$ cat config.mk
export PLATFORM = sky130hd
export DESIGN_NAME = sahp_host_port
export DESIGN_NICKNAME = d
export VERILOG_FILES = /design/src/sahp_pkg.sv /design/src/sahp_host_port.sv /design/src/sahp_result_mem.sv
export SDC_FILE = /design/constraint.sdc
export NUM_CORES = 1
export LEC_CHECK = 0
export ABC_AREA = 0
export BUFFER_PORTS_ARGS = -buffer_cell sky130_fd_sc_hd__buf_2
export CORE_MARGIN = 2
export CORE_UTILIZATION = 52
export DETAILED_ROUTE_END_ITERATION = 8
export GPL_TIMING_DRIVEN = 0
export PLACE_DENSITY = 0.76
export SETUP_SLACK_MARGIN = 0.05
export SLEW_MARGIN = 15
export SYNTH_ARGS = -nofsm -noshare
export SYNTH_HDL_FRONTEND = slang
export SYNTH_SLANG_ARGS = --single-unit
export TNS_END_PERCENT = 1
$ cat constraint.sdc
create_clock -name clk -period 2.7 [get_ports clk]
set_input_delay 0.27 -clock clk [delete_from_list [all_inputs] [get_ports clk]]
set_output_delay 0.27 -clock clk [all_outputs]
set_load 0.005 [all_outputs]
$ cat src/sahp_pkg.sv
// sahp_pkg: shared constants and carrier types of the converter host port.
// assumes a single 10 MHz clock domain; all pin inputs are asynchronous.
package sahp_pkg;

  // ****************************************
  // data and configuration layout
  // ****************************************
  localparam int DATA_W        = 16;
  localparam int CHANNELS      = 8;
  localparam int CFG_W         = 4;
  localparam int CFG_MODE_POS  = 0;
  localparam logic [3:0] CFG_RESET = 4'h0;

  // ****************************************
  // timing
  // ****************************************
  localparam int CLK_PERIOD_NS = 100;
  localparam int CONV_TIME_NS  = 3000;
  localparam int QUIET_TIME_NS = 500;
  // longest time: round down, at least one cycle
  localparam int CONV_CYCLES   = (CONV_TIME_NS / CLK_PERIOD_NS) < 1 ? 1 : (CONV_TIME_NS / CLK_PERIOD_NS);

  // ****************************************
  // carrier types
  // ****************************************
  typedef struct packed {
    logic             convertStart;
    logic             powerDownIn;
    logic             csN;
    logic             rdN;
    logic             wrN;
    logic [CFG_W-1:0] configInputBits;
  } sahp_pins_type;

  localparam sahp_pins_type PINS_RESET = '{convertStart: 1'b0, powerDownIn: 1'b0, csN: 1'b1,
                                           rdN: 1'b1, wrN: 1'b1, configInputBits: 4'h0};

  typedef struct packed {
    logic              eocN;
    logic              tracking;
    logic              lowPower;
  } sahp_status_type;

  typedef enum logic [1:0] {
    PH_TRACK,
    PH_CONVERT,
    PH_POWERDOWN
  } sahp_phase_type;

endpackage : sahp_pkg

$ cat src/sahp_host_port.sv
// sahp_host_port: conversion control and parallel host port of the converter.
// assumes pins arrive asynchronously; sampled values come from the front end on clk.
//
// Notes on behaviour
// - conversion-done output goes low once conversion of captured samples finishes.
// - conversion-done output returns high as soon as a new conversion starts.
// - a convert-start rising edge while tracking ends sampling and converts the held value; edges during conversion are ignored.
// - with sample mode bit 0, device tracks while convert-start is low.
// - power-down input high puts and keeps the device in low-current state.
// - configuration register survives entry, stay and exit of power-down.
// - low four bus lines carry configuration bits; host drives, device samples.
// - results appear on the 16-line bus, bit 15 most significant.
// - write strobe low writes; configuration loads when the strobe rises.
// - each read strobe rising edge with chip select low advances the bus to next channel.
`timescale 1ns/1ns
module sahp_host_port #(
  parameter int CHANNELS    = sahp_pkg::CHANNELS,
  parameter int DATA_W      = sahp_pkg::DATA_W,
  parameter int CONV_CYCLES = sahp_pkg::CONV_CYCLES
) (
  // clock and reset
  input  wire logic                              clk,
  input  wire logic                              rst_n,
  // asynchronous pins from the host side
  input  wire sahp_pkg::sahp_pins_type           pinsIn,
  // data bus pins: input, output, output enable (low drives)
  input  wire logic [DATA_W-1:0]                 dataBusBitsIn,
  output      logic [DATA_W-1:0]                 dataBusBitsOut,
  output      logic                              dataBusOe_n,
  // captured front-end values, one per channel
  input  wire logic [CHANNELS-1:0][DATA_W-1:0]   sampleIn,
  // status outputs
  output      sahp_pkg::sahp_status_type         statusOut,
  output      logic [sahp_pkg::CFG_W-1:0]        configOut
);

  // ****************************************
  // elaboration checks
  // ****************************************
  localparam int AW = (CHANNELS > 1) ? $clog2(CHANNELS) : 1;

  initial begin
    if (CHANNELS < 1 || CHANNELS > 16) begin
      $error("sahp_host_port: CHANNELS must be 1 to 16");
    end
    if (DATA_W < sahp_pkg::CFG_W) begin
      $error("sahp_host_port: DATA_W narrower than configuration field");
    end
    if (CONV_CYCLES < CHANNELS || CONV_CYCLES > 255) begin
      $error("sahp_host_port: CONV_CYCLES must be CHANNELS to 255");
    end
  end

  // ****************************************
  // state
  // ****************************************
  typedef struct packed {
    sahp_pkg::sahp_pins_type           s1;
    sahp_pkg::sahp_pins_type           s2;
    sahp_pkg::sahp_pins_type           s3;
    sahp_pkg::sahp_pins_type           filt;
    sahp_pkg::sahp_phase_type          phase;
    logic [sahp_pkg::CFG_W-1:0]        cfg;
    logic [7:0]                        convCnt;
    logic [AW:0]                       wrIdx;
    logic [CHANNELS-1:0][DATA_W-1:0]   held;
    logic [AW-1:0]                     readPtr;
    logic                              eocN;
    logic                              tracking;
    logic                              lowPower;
    logic                              oe_n;
  } sahp_core_type;

  sahp_core_type r_reg;
  sahp_core_type r_next;

  logic [DATA_W-1:0] memRdData;
  logic              memWrEn;
  logic [AW-1:0]     memWrAddr;
  logic [DATA_W-1:0] memWrData;

  function automatic sahp_pkg::sahp_pins_type filterPins(input sahp_pkg::sahp_pins_type a,
                                                          input sahp_pkg::sahp_pins_type b,
                                                          input sahp_pkg::sahp_pins_type old);
    logic [$bits(sahp_pkg::sahp_pins_type)-1:0] agree;
    agree = a ~^ b;
    return sahp_pkg::sahp_pins_type'((agree & b) | (~agree & old));
  endfunction : filterPins

  function automatic logic rose(input logic oldV, input logic newV);
    return ~oldV & newV;
  endfunction : rose

  // ****************************************
  // result memory
  // ****************************************
  assign memWrEn   = (r_reg.phase == sahp_pkg::PH_CONVERT) && (r_reg.wrIdx < (AW+1)'(CHANNELS));
  assign memWrAddr = r_reg.wrIdx[AW-1:0];
  assign memWrData = r_reg.held[r_reg.wrIdx[AW-1:0]];

  sahp_result_mem #(
    .WIDTH (DATA_W),
    .DEPTH (CHANNELS),
    .AW    (AW)
  ) u_mem (
    .clk    (clk),
    .rst_n  (rst_n),
    .wrEn   (memWrEn),
    .wrAddr (memWrAddr),
    .wrData (memWrData),
    .rdAddr (r_reg.readPtr),
    .rdData (memRdData)
  );

  // ****************************************
  // next state
  // ****************************************
  always_comb begin
    sahp_pkg::sahp_pins_type f;
    logic                    modeBit;
    f = filterPins(r_reg.s2, r_reg.s3, r_reg.filt);
    modeBit = r_reg.cfg[sahp_pkg::CFG_MODE_POS];
    r_next = r_reg;
    r_next.s1 = pinsIn;
    r_next.s2 = r_reg.s1;
    r_next.s3 = r_reg.s2;
    r_next.filt = f;

    // write strobe rising with select low loads the low bus lines
    if (rose(r_reg.filt.wrN, f.wrN) && !r_reg.filt.csN && !f.powerDownIn) begin
      r_next.cfg = r_reg.filt.configInputBits;
    end

    // read strobe rising advances the channel
    if (rose(r_reg.filt.rdN, f.rdN) && !r_reg.filt.csN) begin
      r_next.readPtr = (r_reg.readPtr == AW'(CHANNELS - 1)) ? '0 : r_reg.readPtr + 1'b1;
    end

    case (r_reg.phase)
      sahp_pkg::PH_TRACK: begin
        if (f.powerDownIn) begin
          r_next.phase = sahp_pkg::PH_POWERDOWN;
        end else if (rose(r_reg.filt.convertStart, f.convertStart)) begin
          r_next.phase   = sahp_pkg::PH_CONVERT;
          r_next.held    = sampleIn;
          r_next.convCnt = 8'(CONV_CYCLES - 1);
          r_next.wrIdx   = '0;
          r_next.eocN    = 1'b1;
        end
      end
      sahp_pkg::PH_CONVERT: begin
        if (f.powerDownIn) begin
          r_next.phase = sahp_pkg::PH_POWERDOWN;
        end else if (r_reg.convCnt == 8'h00) begin
          r_next.phase   = sahp_pkg::PH_TRACK;
          r_next.eocN    = 1'b0;
          r_next.readPtr = '0;
        end else begin
          r_next.convCnt = r_reg.convCnt - 8'h01;
          if (memWrEn) begin
            r_next.wrIdx = r_reg.wrIdx + 1'b1;
          end
        end
      end
      sahp_pkg::PH_POWERDOWN: begin
        // configuration is left untouched here
        if (!f.powerDownIn) begin
          r_next.phase = sahp_pkg::PH_TRACK;
        end
      end
      default: begin
        r_next.phase = sahp_pkg::PH_TRACK;
      end
    endcase

    // tracking: mode 0 only while convert-start low, mode 1 whenever idle
    r_next.tracking = (r_next.phase == sahp_pkg::PH_TRACK) && (modeBit || !f.convertStart);
    r_next.lowPower = (r_next.phase == sahp_pkg::PH_POWERDOWN);
    // drive the bus only during a selected read
    r_next.oe_n     = ~(!f.csN && !f.rdN && !f.powerDownIn);
  end

  // ****************************************
  // registers
  // ****************************************
  always_ff @(posedge clk or negedge rst_n) begin
    if (!rst_n) begin
      r_reg.s1       <= sahp_pkg::PINS_RESET;
      r_reg.s2       <= sahp_pkg::PINS_RESET;
      r_reg.s3       <= sahp_pkg::PINS_RESET;
      r_reg.filt     <= sahp_pkg::PINS_RESET;
      r_reg.phase    <= sahp_pkg::PH_TRACK;
      r_reg.cfg      <= sahp_pkg::CFG_RESET;
      r_reg.convCnt  <= 8'h00;
      r_reg.wrIdx    <= '0;
      r_reg.held     <= '0;
      r_reg.readPtr  <= '0;
      r_reg.eocN     <= 1'b1;
      r_reg.tracking <= 1'b1;
      r_reg.lowPower <= 1'b0;
      r_reg.oe_n     <= 1'b1;
    end else begin
      r_reg <= r_next;
    end
  end

  // output data register, bit 15 most significant
  always_ff @(posedge clk or negedge rst_n) begin
    if (!rst_n) begin
      dataBusBitsOut <= '0;
    end else begin
      dataBusBitsOut <= memRdData;
    end
  end

  assign dataBusOe_n        = r_reg.oe_n;
  assign statusOut          = '{eocN:     r_reg.eocN,
                                tracking: r_reg.tracking,
                                lowPower: r_reg.lowPower};
  assign configOut          = r_reg.cfg;

endmodule : sahp_host_port

$ cat src/sahp_result_mem.sv
// sahp_result_mem: small result store, one word per channel.
// assumes one write port and one read port on the same clock; read data registered.
`timescale 1ns/1ns
module sahp_result_mem #(
  parameter int WIDTH = 16,
  parameter int DEPTH = 8,
  parameter int AW    = 3
) (
  // clock and reset
  input  wire logic             clk,
  input  wire logic             rst_n,
  // write side
  input  wire logic             wrEn,
  input  wire logic [AW-1:0]    wrAddr,
  input  wire logic [WIDTH-1:0] wrData,
  // read side
  input  wire logic [AW-1:0]    rdAddr,
  output      logic [WIDTH-1:0] rdData
);

  initial begin
    if (DEPTH < 1 || (1 << AW) < DEPTH) begin
      $error("sahp_result_mem: address width too small for depth");
    end
  end

  logic [WIDTH-1:0] store [DEPTH];

  always_ff @(posedge clk) begin
    if (wrEn) begin
      store[wrAddr] <= wrData;
    end
  end

  always_ff @(posedge clk or negedge rst_n) begin
    if (!rst_n) begin
      rdData <= '0;
    end else begin
      rdData <= store[rdAddr];
    end
  end

endmodule : sahp_result_mem

# [Word level (Yosys, flattened, before mapping)]
# Memories as Yosys holds them, arrays and structs flattened. A register that Yosys moved wholly into a read port is not among the register bits.
# Cells that the tools add are included.
# Widths: inputs -> output; s select.
[totals] mem_bits_rw=128 input_bits=155 reg_bits=205 output_inout_bits=24 mem_count=1 word_cells=117
[classes] n_reduce_logical=22 n_bitwise=13 magnitude_cmp=2 add_sub_neg=3 eq_ne=10 muxes=24
[mem_list] name="u_mem.store" depth=8 word_bits=16 read_ports=1 rd_clocked_by_memory_dff=1 wr=1 line="sahp_result_mem.sv:27" source="logic [WIDTH-1:0] store [DEPTH];"
[ops] operator="$mux 140" n=2
[ops] operator="$bmux 16 s3" n=1
[ops] operator="$mux 12" n=2
[ops] operator="$pmux 12 s2" n=1
[ops] operator="$and 9x9->9" n=2
[ops] operator="$mux 16" n=1
[ops] operator="$mux 4" n=3
[ops] operator="$mux 2" n=5
[ops] operator="$ne 2x2->1 const B" n=5
[ops] operator="$reduce_and 5->1" n=2
[ops] operator="$mux 3" n=3
[ops] operator="$not 9->9" n=1
[ops] operator="$or 9x9->9" n=1
[ops] operator="$xnor 9x9->9" n=1
[ops] operator="$logic_not 8->1" n=1
[ops] operator="$sub 8x1->8 const B" n=1
[ops] operator="$logic_and 1x1->1" n=7
[ops] operator="$logic_not 1->1" n=6
[ops] operator="$pmux 2 s3" n=1
[ops] operator="$reduce_and 6->1" n=1
[ops] operator="$not 1->1" n=5
[ops] operator="$add 4x1->4 const B" n=1
[ops] operator="$eq 2x2->1 const B" n=2
[ops] operator="$logic_not 2->1" n=2
[ops] operator="12 further kinds" n=17

# [Depth between registers and ports, before layout]
# Gate-level depths: netlist of run 1.
[logic_depth] depth_word=10 mapped_depth=8 mapped_depth_nobuf=7

# [Cells and area by module]
# Synthesis of run 1 repeated with hierarchy kept, for this count alone.
[unflattened] cells_unflattened=1011 area_unflattened_um2=13833.3
[by_module_without_submodules] module="sahp_host_port" instances=1 area_each_um2=8459.4 seq_area_each_um2=5148.7 cells_per_inst=797
[by_module_without_submodules] module="sahp_result_mem" instances=1 area_each_um2=5373.9 seq_area_each_um2=4244.1 cells_per_inst=214

# [Worst setup path after synthesis of run 1]
# OpenSTA, ideal clock, no wires.
[synth_timing] path_type="flip-flop to flip-flop" startpoint="register r_reg, in the netlist memWrAddr[0]" endpoint="memory u_mem.store[1][0], enable pin" setup_slack_ns=-0.012 stages_incl_launch_ff=5 n_path_buf=2 setup_time_ns=0.409 synth_period_minus_slack_ns=2.712 t_required_ns=2.291 arrival_ns=2.303 path_cell_list="dfrtp_1 > clkbuf_1 > buf_1 > nand2_1 > nor3_1"
[synth_via] elab_chain_len=4
[synth_lines] element="from (decl)" line="sahp_host_port.sv:74" source="sahp_core_type r_reg;"
[synth_lines] element="from (signal assigned)" line="sahp_host_port.sv:203" source="r_reg <= r_next;"
[synth_lines] element="$lt 4x4->1" line="sahp_host_port.sv:97" source="assign memWrEn = (r_reg.phase == sahp_pkg::PH_CONVERT) && (r_reg.wrIdx < (AW+1)'(CHANNELS));"
[synth_lines] element="$logic_and 1x1->1" line="sahp_host_port.sv:97"
[synth_lines] element="$mux 1" line="sahp_result_mem.sv:30" source="if (wrEn) begin"
[synth_lines] element="$mux 1 (implied by the code)" line="sahp_result_mem.sv:31" source="store[wrAddr] <= wrData;"
[synth_lines] element="to (decl)" line="sahp_result_mem.sv:27"
# Parallel ways exist; a longest one is shown, timed or not.

# [Final worst setup path of run 1]
[layout_timing] startpoint="register r_reg, in the netlist memWrAddr[2]" endpoint="memory u_mem.store[5][10], enable pin"
# The elaborated chain is that of the path after synthesis.

==> results of run 1 <==
## kinds of logic after synthesis
family / after synthesis / synth area share
compound gates: 51 / 0.0261
mux: 95 / 0.121
buf+inv: 71 / 0.0255
fa+ha+maj: 13 / 0.0102
flops: 349 / 0.680
simple gates: 466 / 0.137
## repair_timing
| item | 4_1_cts | 5_1_grt |
|---|---|---|
| endpoints found under the hold margin | 185 | 0 |
| hold buffers | 129 | 0 |
| buffers inserted | 0 | 0 |
| resized for setup | 8 | 7 |
| endpoints found under the setup margin | 136 | 72 |
## layer usage
metal  GRT usage  share of wire  vias up
li1            -              -     4286
met1       0.354           0.37     4950
met2       0.479           0.50      601
met3      0.0487          0.081      126
met4       0.132          0.049        0
met5           0              0        -
## metrics by stage
step                setup WS (ns)  instance area, sq um
CTS                        0.0627                 17700
floorplan                  0.0944                 13800
global route              -0.0252                 17800
global placement            -2.41                 15000
detailed placement         -0.473                 15200
finish                     0.0136                 17800
## final cells by class
class | count | area, sq um | area share
sequential | 349 | 9390 | 0.529
multi-input combinational | 625 | 4120 | 0.232
timing repair buffer | 301 | 2260 | 0.128
clock buffer | 53 | 1050 | 0.0590
tap | 335 | 419 | 0.0236
buffer | 65 | 339 | 0.0191
clock inverter | 9 | 144 | 0.00810
inverter | 6 | 22.5 | 0.00127
antenna | 2 | 5.00 | 0.000282
## worst min-delay path: stages
cell     delay [ns]
buf_2          0.10
nand2_1        0.05
nand2_1        0.06
## cell usage after synthesis, types with 4 or more instances
master	count
nand2_1	398
dfrtp_1	206
edfxtp_1	128
mux4_2	54
mux2_2	30
clkbuf_1	27
nor2_1	23
buf_2	20
buf_4	16
dfstp_2	15
o21ai_0	12
mux2i_1	11
maj3_1	8
nand2b_1	8
o31ai_1	8
nor3_1	7
a21oi_1	6
or4_1	6
inv_1	5
a221oi_1	4
ha_1	4
nor2b_1	4
or3_1	4
## report_power, final
part	total, mW	internal (mW)	switching, mW	leakage [nW]
Sequential	7.49	6.90	0.584	3.78
Combinational	3.74	1.74	2.00	3.30
Clock	5.03	3.06	1.97	0.584
Total	16.3	11.7	4.55	7.67
## path summary, 6_finish.rpt
check | startpoint | end | slack [ns]
max | memWrAddr[2]$_DFFE_PN0P_ | u_mem.store[5][10]$_DFFE_PP_ | 0.01
min | sampleIn[58] | r_reg[65]$_DFFE_PN0P_ | 0.01
max reg2reg | memWrAddr[2]$_DFFE_PN0P_ | u_mem.store[5][10]$_DFFE_PP_ | 0.01
min reg2reg | r_next[179]$_DFF_PN0_ | r_next[170]$_DFF_PN0_ | 0.35
max in group asynchronous | rst_n | r_reg[50]$_DFFE_PN0P_ | 1.28
min in group asynchronous | rst_n | dataBusBitsOut[11]$_DFF_PN0_ | 0.28
==> flow_summary.yaml, run 1 <==
timing:
  setup-tns-final_ns: 0
  rsz0062_at_grt: "yes"
  period_minus_slack_ns: 2.69
  tightestPinTransition_ns: 0.860
  fin_crit_sh: 0.995
  hold_viol: 0
  finalMaxSlewViolations: 0
  whs_ns: 0.0105
  fmax_ghz: 0.372
  setup_viol: 0
  slew_headroom: 0.421
  finClkSkew_ns: 0.0169
critical_path:
  cp_num_buf_inv: 4
  cp-end-kind: "register"
  crit_cells: 6
  cp.required_ns: 2.91
  path_common_cell: "clkbuf_2"
  reg2regPathDepth: 6
  cp-start-kind: "register"
  slowest_delay_ns: 0.51
  path_cells: "clkbuf_1 -> clkbuf_2 -> clkbuf_2 -> nand2_1 -> nor2_2 -> buf_8"
  critical_path_arrival_ns: 2.90
  worst-setup-path-type: "reg -> reg"
  crit_path_max_fanout: 10
  crit_slowest_cell: "nor2_2"
  cpLargestDelayFamily: "buffers and inverters"
routing:
  first_pass_iters: 5
  via_per_inst: 5.71
  wl_per_cell_um: 22.1
  antenna_left: 0
  drtIter0Drc: 862
  drt_wl_total_mm: 38.5
  dr_total_vias: 9963
  drc: 0
placement:
  place.detailed.hpwl_mm: 23.2
  dpl.cell_count: 1552
  gp_congestion: 0.857
  io_buffers: 162
cts:
  cts_sinks: 349
  cts_tree: "yes"
  htree_num_levels: 2
  clockRootBuffer: "clkbuf_16"
  clk_pin_slew_ns: 0.06
  cts_buffers: 36
  clock_latency_ns: 0.52
  cts_max_path_buffers: 3
yosys:
  synth_nets: 1204
  ys_async_sr_fraction: 0.633
  synth_seq_area_share: 0.680
  synth_edf_count: 128
  yosysTopAreaCell: "dfrtp_1"
  synth_cell_types: 50
  synth-main-ff-cell: "dfrtp_1"
  synth.area.top_cells: "dfrtp_1 37%, edfxtp_1 28%, nand2_1 11%"
  netlist_area_sq_um: 13800
  synth_top_area_share: 0.373
  ys_seq_elements: 349
  synth_warnings: 0
  syn_inst: 1045
  syn_area_per_cell_sq_um: 13.2
grt:
  grt_antenna_before_repair: 1
  overflow: 0
  grt_pass1_vias: 10500
  grt_max_degree: 91
  track_usage: 0.281
  grt_pass1_wl_mm: 59.8
finish:
  final_cell_mix: "398 x nand2_1, 206 x dfrtp_1, 181 x buf_2"
  stdcell_count: 1745
  fillers: 1712
  largest_reg_flops: 156
  fin_nets: 1543
  final_util: 0.681
  syn2layout_area_growth_pct: 28.6
  drive_above_1_share: 0.269
  final_common_cell: "nand2_1"
die:
  core-area_sq_um: 26100
  io_pins: 179
  fp.dieW_um: 167
  num_rows: 59
  start_util: 0.530
  die_area_sq_um: 27900
  dieHeight_um: 167
outcome:
  status: "finished, final reports clean"
job:
  maxCapViolCount: 0
pwr:
  p_total_mw: 16.3
  p_leak_nw: 7.67
  ir_drop_mv: 0.548
  p_per_area_nw_per_um2: 916
min_path:
  min_path_type: "in -> reg"
  hold_depth: 3
No activity file was read; power rests on OpenSTA's default activity.
==> inputs of run 2 (changes only) <==
Settings changed: ABC_AREA 0 to 1, PLACE_DENSITY 0.76 to 0.75.
==> run 2 against run 1 <==
Compared with the run above:
- clock skew down 0.0099 ns
- global-route usage down 3.7 points
- flip-flop and latch count unchanged
- power down 2.4%
- sequential power down 3.3%
- critical path depth down 2
- clock-buffer cell count up 2
- design area down 0.66%
- core utilization down 4.3 points
- highest routed layer unchanged
==> flow_summary.yaml, run 2 <==
yosys:
  synth_seq_area_share: 0.646
  synth_warnings: 0
  syn_area_per_cell_sq_um: 10.1
  synth_edf_count: 128
  syn_inst: 1443
  synth_top_area_share: 0.355
  synth.area.top_cells: "dfrtp_1 35%, edfxtp_1 26%, nand2_1 7.5%"
  yosysTopAreaCell: "dfrtp_1"
  synth-main-ff-cell: "dfrtp_1"
  netlist_area_sq_um: 14500
  ys_seq_elements: 349
  synth_cell_types: 39
  synth_common_cells: "290 x nand2_1, 206 x dfrtp_1, 181 x nor2_1"
  yosysMostFrequentCell: "nand2_1"
  ys_async_sr_fraction: 0.633
  synth_nets: 1602
cts:
  cts_max_path_buffers: 3
  cts_tree: "yes"
  htree_num_levels: 2
  clock_latency_ns: 0.51
  cts_buffers: 36
  cts_resized: 0
  cts_hold_buf: 53
  clk_pin_slew_ns: 0.06
  post-cts-setup-buffers: 0
  clockRootBuffer: "clkbuf_16"
  cts_sinks: 349
finish:
  multi_input_area_sq_um: 3990
  seq_area_sq_um: 9390
  syn2layout_area_growth_pct: 21.4
  fillers: 2190
  fin_area_sq_um: 17600
  antennaDiodeCount: 0
  drive_above_1_share: 0.203
  stdcell_count: 2108
  largest_reg_flops: 156
  final_common_cell: "nand2_1"
  fin_nets: 1861
  final_util: 0.638
  final_cell_mix: "290 x nand2_1, 206 x dfrtp_1, 181 x buf_2"
timing:
  period_minus_slack_ns: 2.29
  tightestPinTransition_ns: 0.892
  fin_crit_sh: 0.847
  slew_headroom: 0.405
  rsz0062_at_grt: "no"
  fmax_ghz: 0.437
  finClkSkew_ns: 0.00697
  hold_viol: 0
  final.setup.worst_slack_ns: 0.412
  setup_viol: 0
  finalMaxSlewViolations: 0
routing:
  dr_total_vias: 10900
  drt_wl_total_mm: 34.9
  via_per_inst: 5.19
  drtIter0Drc: 976
  drc: 0
  antenna_left: 0
  wl_per_cell_um: 16.5
  first_pass_iters: 5
placement:
  placed_area_sq_um: 16000
  dpl.cell_count: 1989
  io_buffers: 162
  gp_congestion: 0.874
  place.detailed.hpwl_mm: 23.8
  preCtsSetupSlack_ns: 0.466
grt:
  grt_antenna_before_repair: 0
  track_usage: 0.244
  grt_pass1_wl_mm: 55.5
  grt_max_degree: 98
  grt_pass1_vias: 10800
  overflow: 0
pwr:
  ir_drop_mv: 0.415
  p_total_mw: 15.9
  p_per_area_nw_per_um2: 900
  p_leak_nw: 8.17
critical_path:
  crit_start: "memWrAddr[1]$_DFFE_PN0P_"
  cp-start-kind: "register"
  reg2regPathDepth: 4
  regToRegEndpoint: "u_mem.store[5][12]$_DFFE_PP_"
  reg2reg_from: "memWrAddr[1]$_DFFE_PN0P_"
  cp-end-kind: "register"
  crit_path_max_fanout: 16
  cp-endpoint: "u_mem.store[5][12]$_DFFE_PP_"
  critical_path_arrival_ns: 2.42
  regToRegSetupSlack_ns: 0.41
  cp.required_ns: 2.84
  worst-setup-path-type: "reg -> reg"
die:
  die_area_sq_um: 29300
  fp.dieW_um: 171
  dieHeight_um: 171
  core-area_sq_um: 27600
  start_util: 0.526
  num_rows: 61
  io_pins: 179
job:
  maxCapViolCount: 0
min_path:
  min_path_type: "in -> reg"
outcome:
  status: "finished, final reports clean"
## run 2: cell count changes in the layout (fill, tap and decap cells not counted), sizes merged, moves of 23 or more
cell         change
o21ai          +195
nor2           +164
inv            +154
nand2          -105
a21oi           +88
dlygate4sd3     -76
mux4            -54
mux2            -30
nand3           +29
o22ai           +23
## run 2: stage by stage
step           setup TNS [ns]  hold WS (ns)
5_1_grt                     0       0.00698
6_report                    0       0.00711
3_3_place_gp          -504.39         0.331
3_5_place_dp                0         0.214
2_1_floorplan               0       -0.0256
4_1_cts                     0      0.000157
## run 2: worst min-delay path by stage
stage	startpoint	endpoint	slack (ns)	depth (start not counted)
after floorplan	rst_n	async pin	-0.03	0
final	sampleIn[124]	r_reg[131]$_DFFE_PN0P_	0.007	3
after global placement	u_mem.rdData[11]$_DFF_PN0_	dataBusBitsOut[11]$_DFF_PN0_	0.33	0
after global routing	sampleIn[16]	r_reg[23]$_DFFE_PN0P_	0.007	3
after CTS	sampleIn[124]	r_reg[131]$_DFFE_PN0P_	0.0002	3
after detailed placement	rst_n	configOut[3]$_DFFE_PN0P_	0.21	1
## run 2: worst max-delay path: stages, from the launching register on
cell     delay [ns]
dfrtp_1        0.38
buf_2          0.18
inv_1          0.20
nand3_1        0.33
nor2_2         0.81
## run 2: cells by family (layout without fill, tap and decap cells)
kind of cell,count (synthesis),count (layout),share of synthesized area
AOI/OAI and AO/OA,327,327,0.124
buffers and inverters,239,526,0.0806
adders and majority gates,9,9,0.00689
and+or+nand+nor,517,517,0.141
xor gates and xnor gates,2,2,0.00121
DFF,349,349,0.646
## run 2: report_power, final
part	switching, mW	total (mW)	internal (mW)
registers	0.451	7.24	6.79
logic	2.45	3.80	1.35
clock network	1.98	4.82	2.84
total	4.88	15.9	11.0
## run 2: cell type report
type	instances	area share
sequential	349	0.533
multi-input combinational	855	0.226
timing repair buffer	221	0.0827
clock buffer	55	0.0609
inverter	160	0.0342
buffer	79	0.0322
tap	378	0.0268
clock inverter	11	0.00454
## run 2: routing by layer
metal  routed length (um)  global-route usage  up-vias  part of all wire
met5                    0                   0        -                 0
met4                 1050              0.0906        0             0.030
met3                 2480              0.0305       82             0.071
met2                16600               0.402      487              0.48
met1                14700               0.335     5169              0.42
li1                     -                   -     5201                 -
==> inputs of run 3 (changes only) <==
Settings changed: CORE_UTILIZATION 52 to 58, PLACE_DENSITY 0.75 to 0.8.
Clock period 2.7 ns to 2.2 ns, I/O delays scaled along.
==> run 3 against run 2 <==
Compared with the run above:
- setup slack worse by 0.39 ns
- first-iteration DRC count rose by 43%
- critical path type unchanged
- via count up 8.2%
- worst hold slack worse by 0.0059 ns
- clock power up 29%
- register-to-register slack lost 0.39 ns
==> flow_summary.yaml, run 3 (synthesis results as in run 2) <==
finish:
  drive_above_1_share: 0.205
  fin_nets: 1936
  final_common_cell: "nand2_1"
  largest_reg_flops: 156
  antennaDiodeCount: 0
  syn2layout_area_growth_pct: 27.0
  final_util: 0.755
  final_cell_mix: "285 x nand2_1, 205 x dfrtp_1, 181 x buf_2"
  stdcell_count: 2128
  fin_area_sq_um: 18500
placement:
  io_buffers: 162
  gp_congestion: 0.924
  place.detailed.hpwl_mm: 23.5
  dpl.cell_count: 1935
  placed_area_sq_um: 15900
  preCtsSetupSlack_ns: -0.0595
routing:
  via_per_inst: 5.56
  drtIter0Drc: 1393
  wl_per_cell_um: 18.5
  antenna_left: 0
  drt_wl_total_mm: 39.4
  dr_total_vias: 11800
  drc: 0
  first_pass_iters: 5
cts:
  cts_tree: "yes"
  cts_sinks: 349
  clock_latency_ns: 0.52
  clk_pin_slew_ns: 0.06
  post-cts-setup-buffers: 0
  clockRootBuffer: "clkbuf_16"
  cts_buffers: 36
  cts_max_path_buffers: 3
  htree_num_levels: 2
die:
  io_pins: 179
  fp.dieW_um: 162
  dieHeight_um: 162
  num_rows: 57
  core-area_sq_um: 24500
  start_util: 0.594
  die_area_sq_um: 26300
min_path:
  min_path_type: "in -> reg"
  hold_start: "sampleIn[64]"
  hold_end: "r_reg[71]$_DFFE_PN0P_"
  hold_depth: 3
critical_path:
  cp_num_buf_inv: 1
  cp.required_ns: 2.38
  path_cells: "clkinv_1 -> nand3_1 -> o22ai_1 -> nor2_1 -> nand2_1"
  cpLargestDelayFamily: "simple AND/OR/NAND/NOR gates"
  crit_path_max_fanout: 8
  reg2regPathDepth: 5
  cp-start-kind: "register"
  crit_start: "memWrAddr[0]$_DFFE_PN0P_"
  critical_path_arrival_ns: 2.35
  reg2reg_from: "memWrAddr[0]$_DFFE_PN0P_"
  slowest_delay_ns: 0.50
  crit_slowest_cell: "nand3_1"
  worst-setup-path-type: "reg -> reg"
  regToRegEndpoint: "u_mem.store[7][6]$_DFFE_PP_"
  regToRegSetupSlack_ns: 0.03
  cp-end-kind: "register"
timing:
  rsz0062_at_grt: "yes"
  setup-tns-final_ns: 0
  finalMaxSlewViolations: 0
  tightestPinTransition_ns: 0.624
  fmax_ghz: 0.460
  hold_viol: 0
  finClkSkew_ns: 0.0186
  slew_headroom: 0.581
  whs_ns: 0.00122
  period_minus_slack_ns: 2.17
  setup_viol: 0
  final.setup.worst_slack_ns: 0.0257
  fin_crit_sh: 0.988
grt:
  overflow: 0
  grt_max_degree: 111
  track_usage: 0.306
  grt_pass1_vias: 12000
  grt_antenna_before_repair: 0
  grt_pass1_wl_mm: 62.1
job:
  maxCapViolCount: 0
pwr:
  p_leak_nw: 8.52
  p_per_area_nw_per_um2: 1090
  ir_drop_mv: 0.689
  p_total_mw: 20.1
outcome:
  status: "finished, final reports clean"
## run 3: repair_timing
item | CTS | global route
hold endpoints to repair | 223 | 0
setup endpoints to repair | 74 | 119
gates resized for setup | 5 | 13
pin swaps | 0 | 1
hold buffers | 128 | 0
## run 3: layout make-up
type / instances / area, sq um
Buffer: 79 / 568
Clock buffer: 44 / 996
Clock inverter: 21 / 225
Fill cell: 1494 / 6000
Inverter: 160 / 603
Multi-Input combinational cell: 855 / 4050
Sequential cell: 349 / 9390
Tap cell: 324 / 405
Timing Repair Buffer: 296 / 2220
## run 3: worst min-delay path: cells and delay by family
kind | cells | cell delay (ns)
simple gates | 1 | 0.04
buf+inv | 1 | 0.09
compound gates | 1 | 0.11
## run 3: worst max path at each step
stage / endpoint / slack, ns / depth (start not counted)
floorplan: u_mem.store[0][0]$_DFFE_PP_ / 0.18 / 7
global placement: r_reg[104]$_DFFE_PN0P_ / -2.75 / 1
detailed placement: u_mem.store[5][11]$_DFFE_PP_ / -0.06 / 4
CTS: u_mem.store[2][6]$_DFFE_PP_ / 0.08 / 8
global route: u_mem.store[5][6]$_DFFE_PP_ / -0.02 / 5
finish: u_mem.store[7][6]$_DFFE_PP_ / 0.03 / 5
## run 3: layer usage
| layer | vias up | GRT usage | wire length, um |
|---|---|---|---|
| met3 | 148 | 0.0559 | 3410 |
| met4 | 0 | 0.146 | 1740 |
| met1 | 5649 | 0.390 | 14800 |
| met5 | - | 0 | 0 |
| li1 | 5337 | - | - |
| met2 | 703 | 0.513 | 19500 |
## run 3: where the power goes
group	leakage (nW)	internal [mW]	switching, mW	total (mW)
logic	4.18	1.75	3.20	4.95
clock network	0.600	3.71	2.51	6.22
registers	3.74	8.33	0.616	8.95
total	8.52	13.8	6.32	20.1
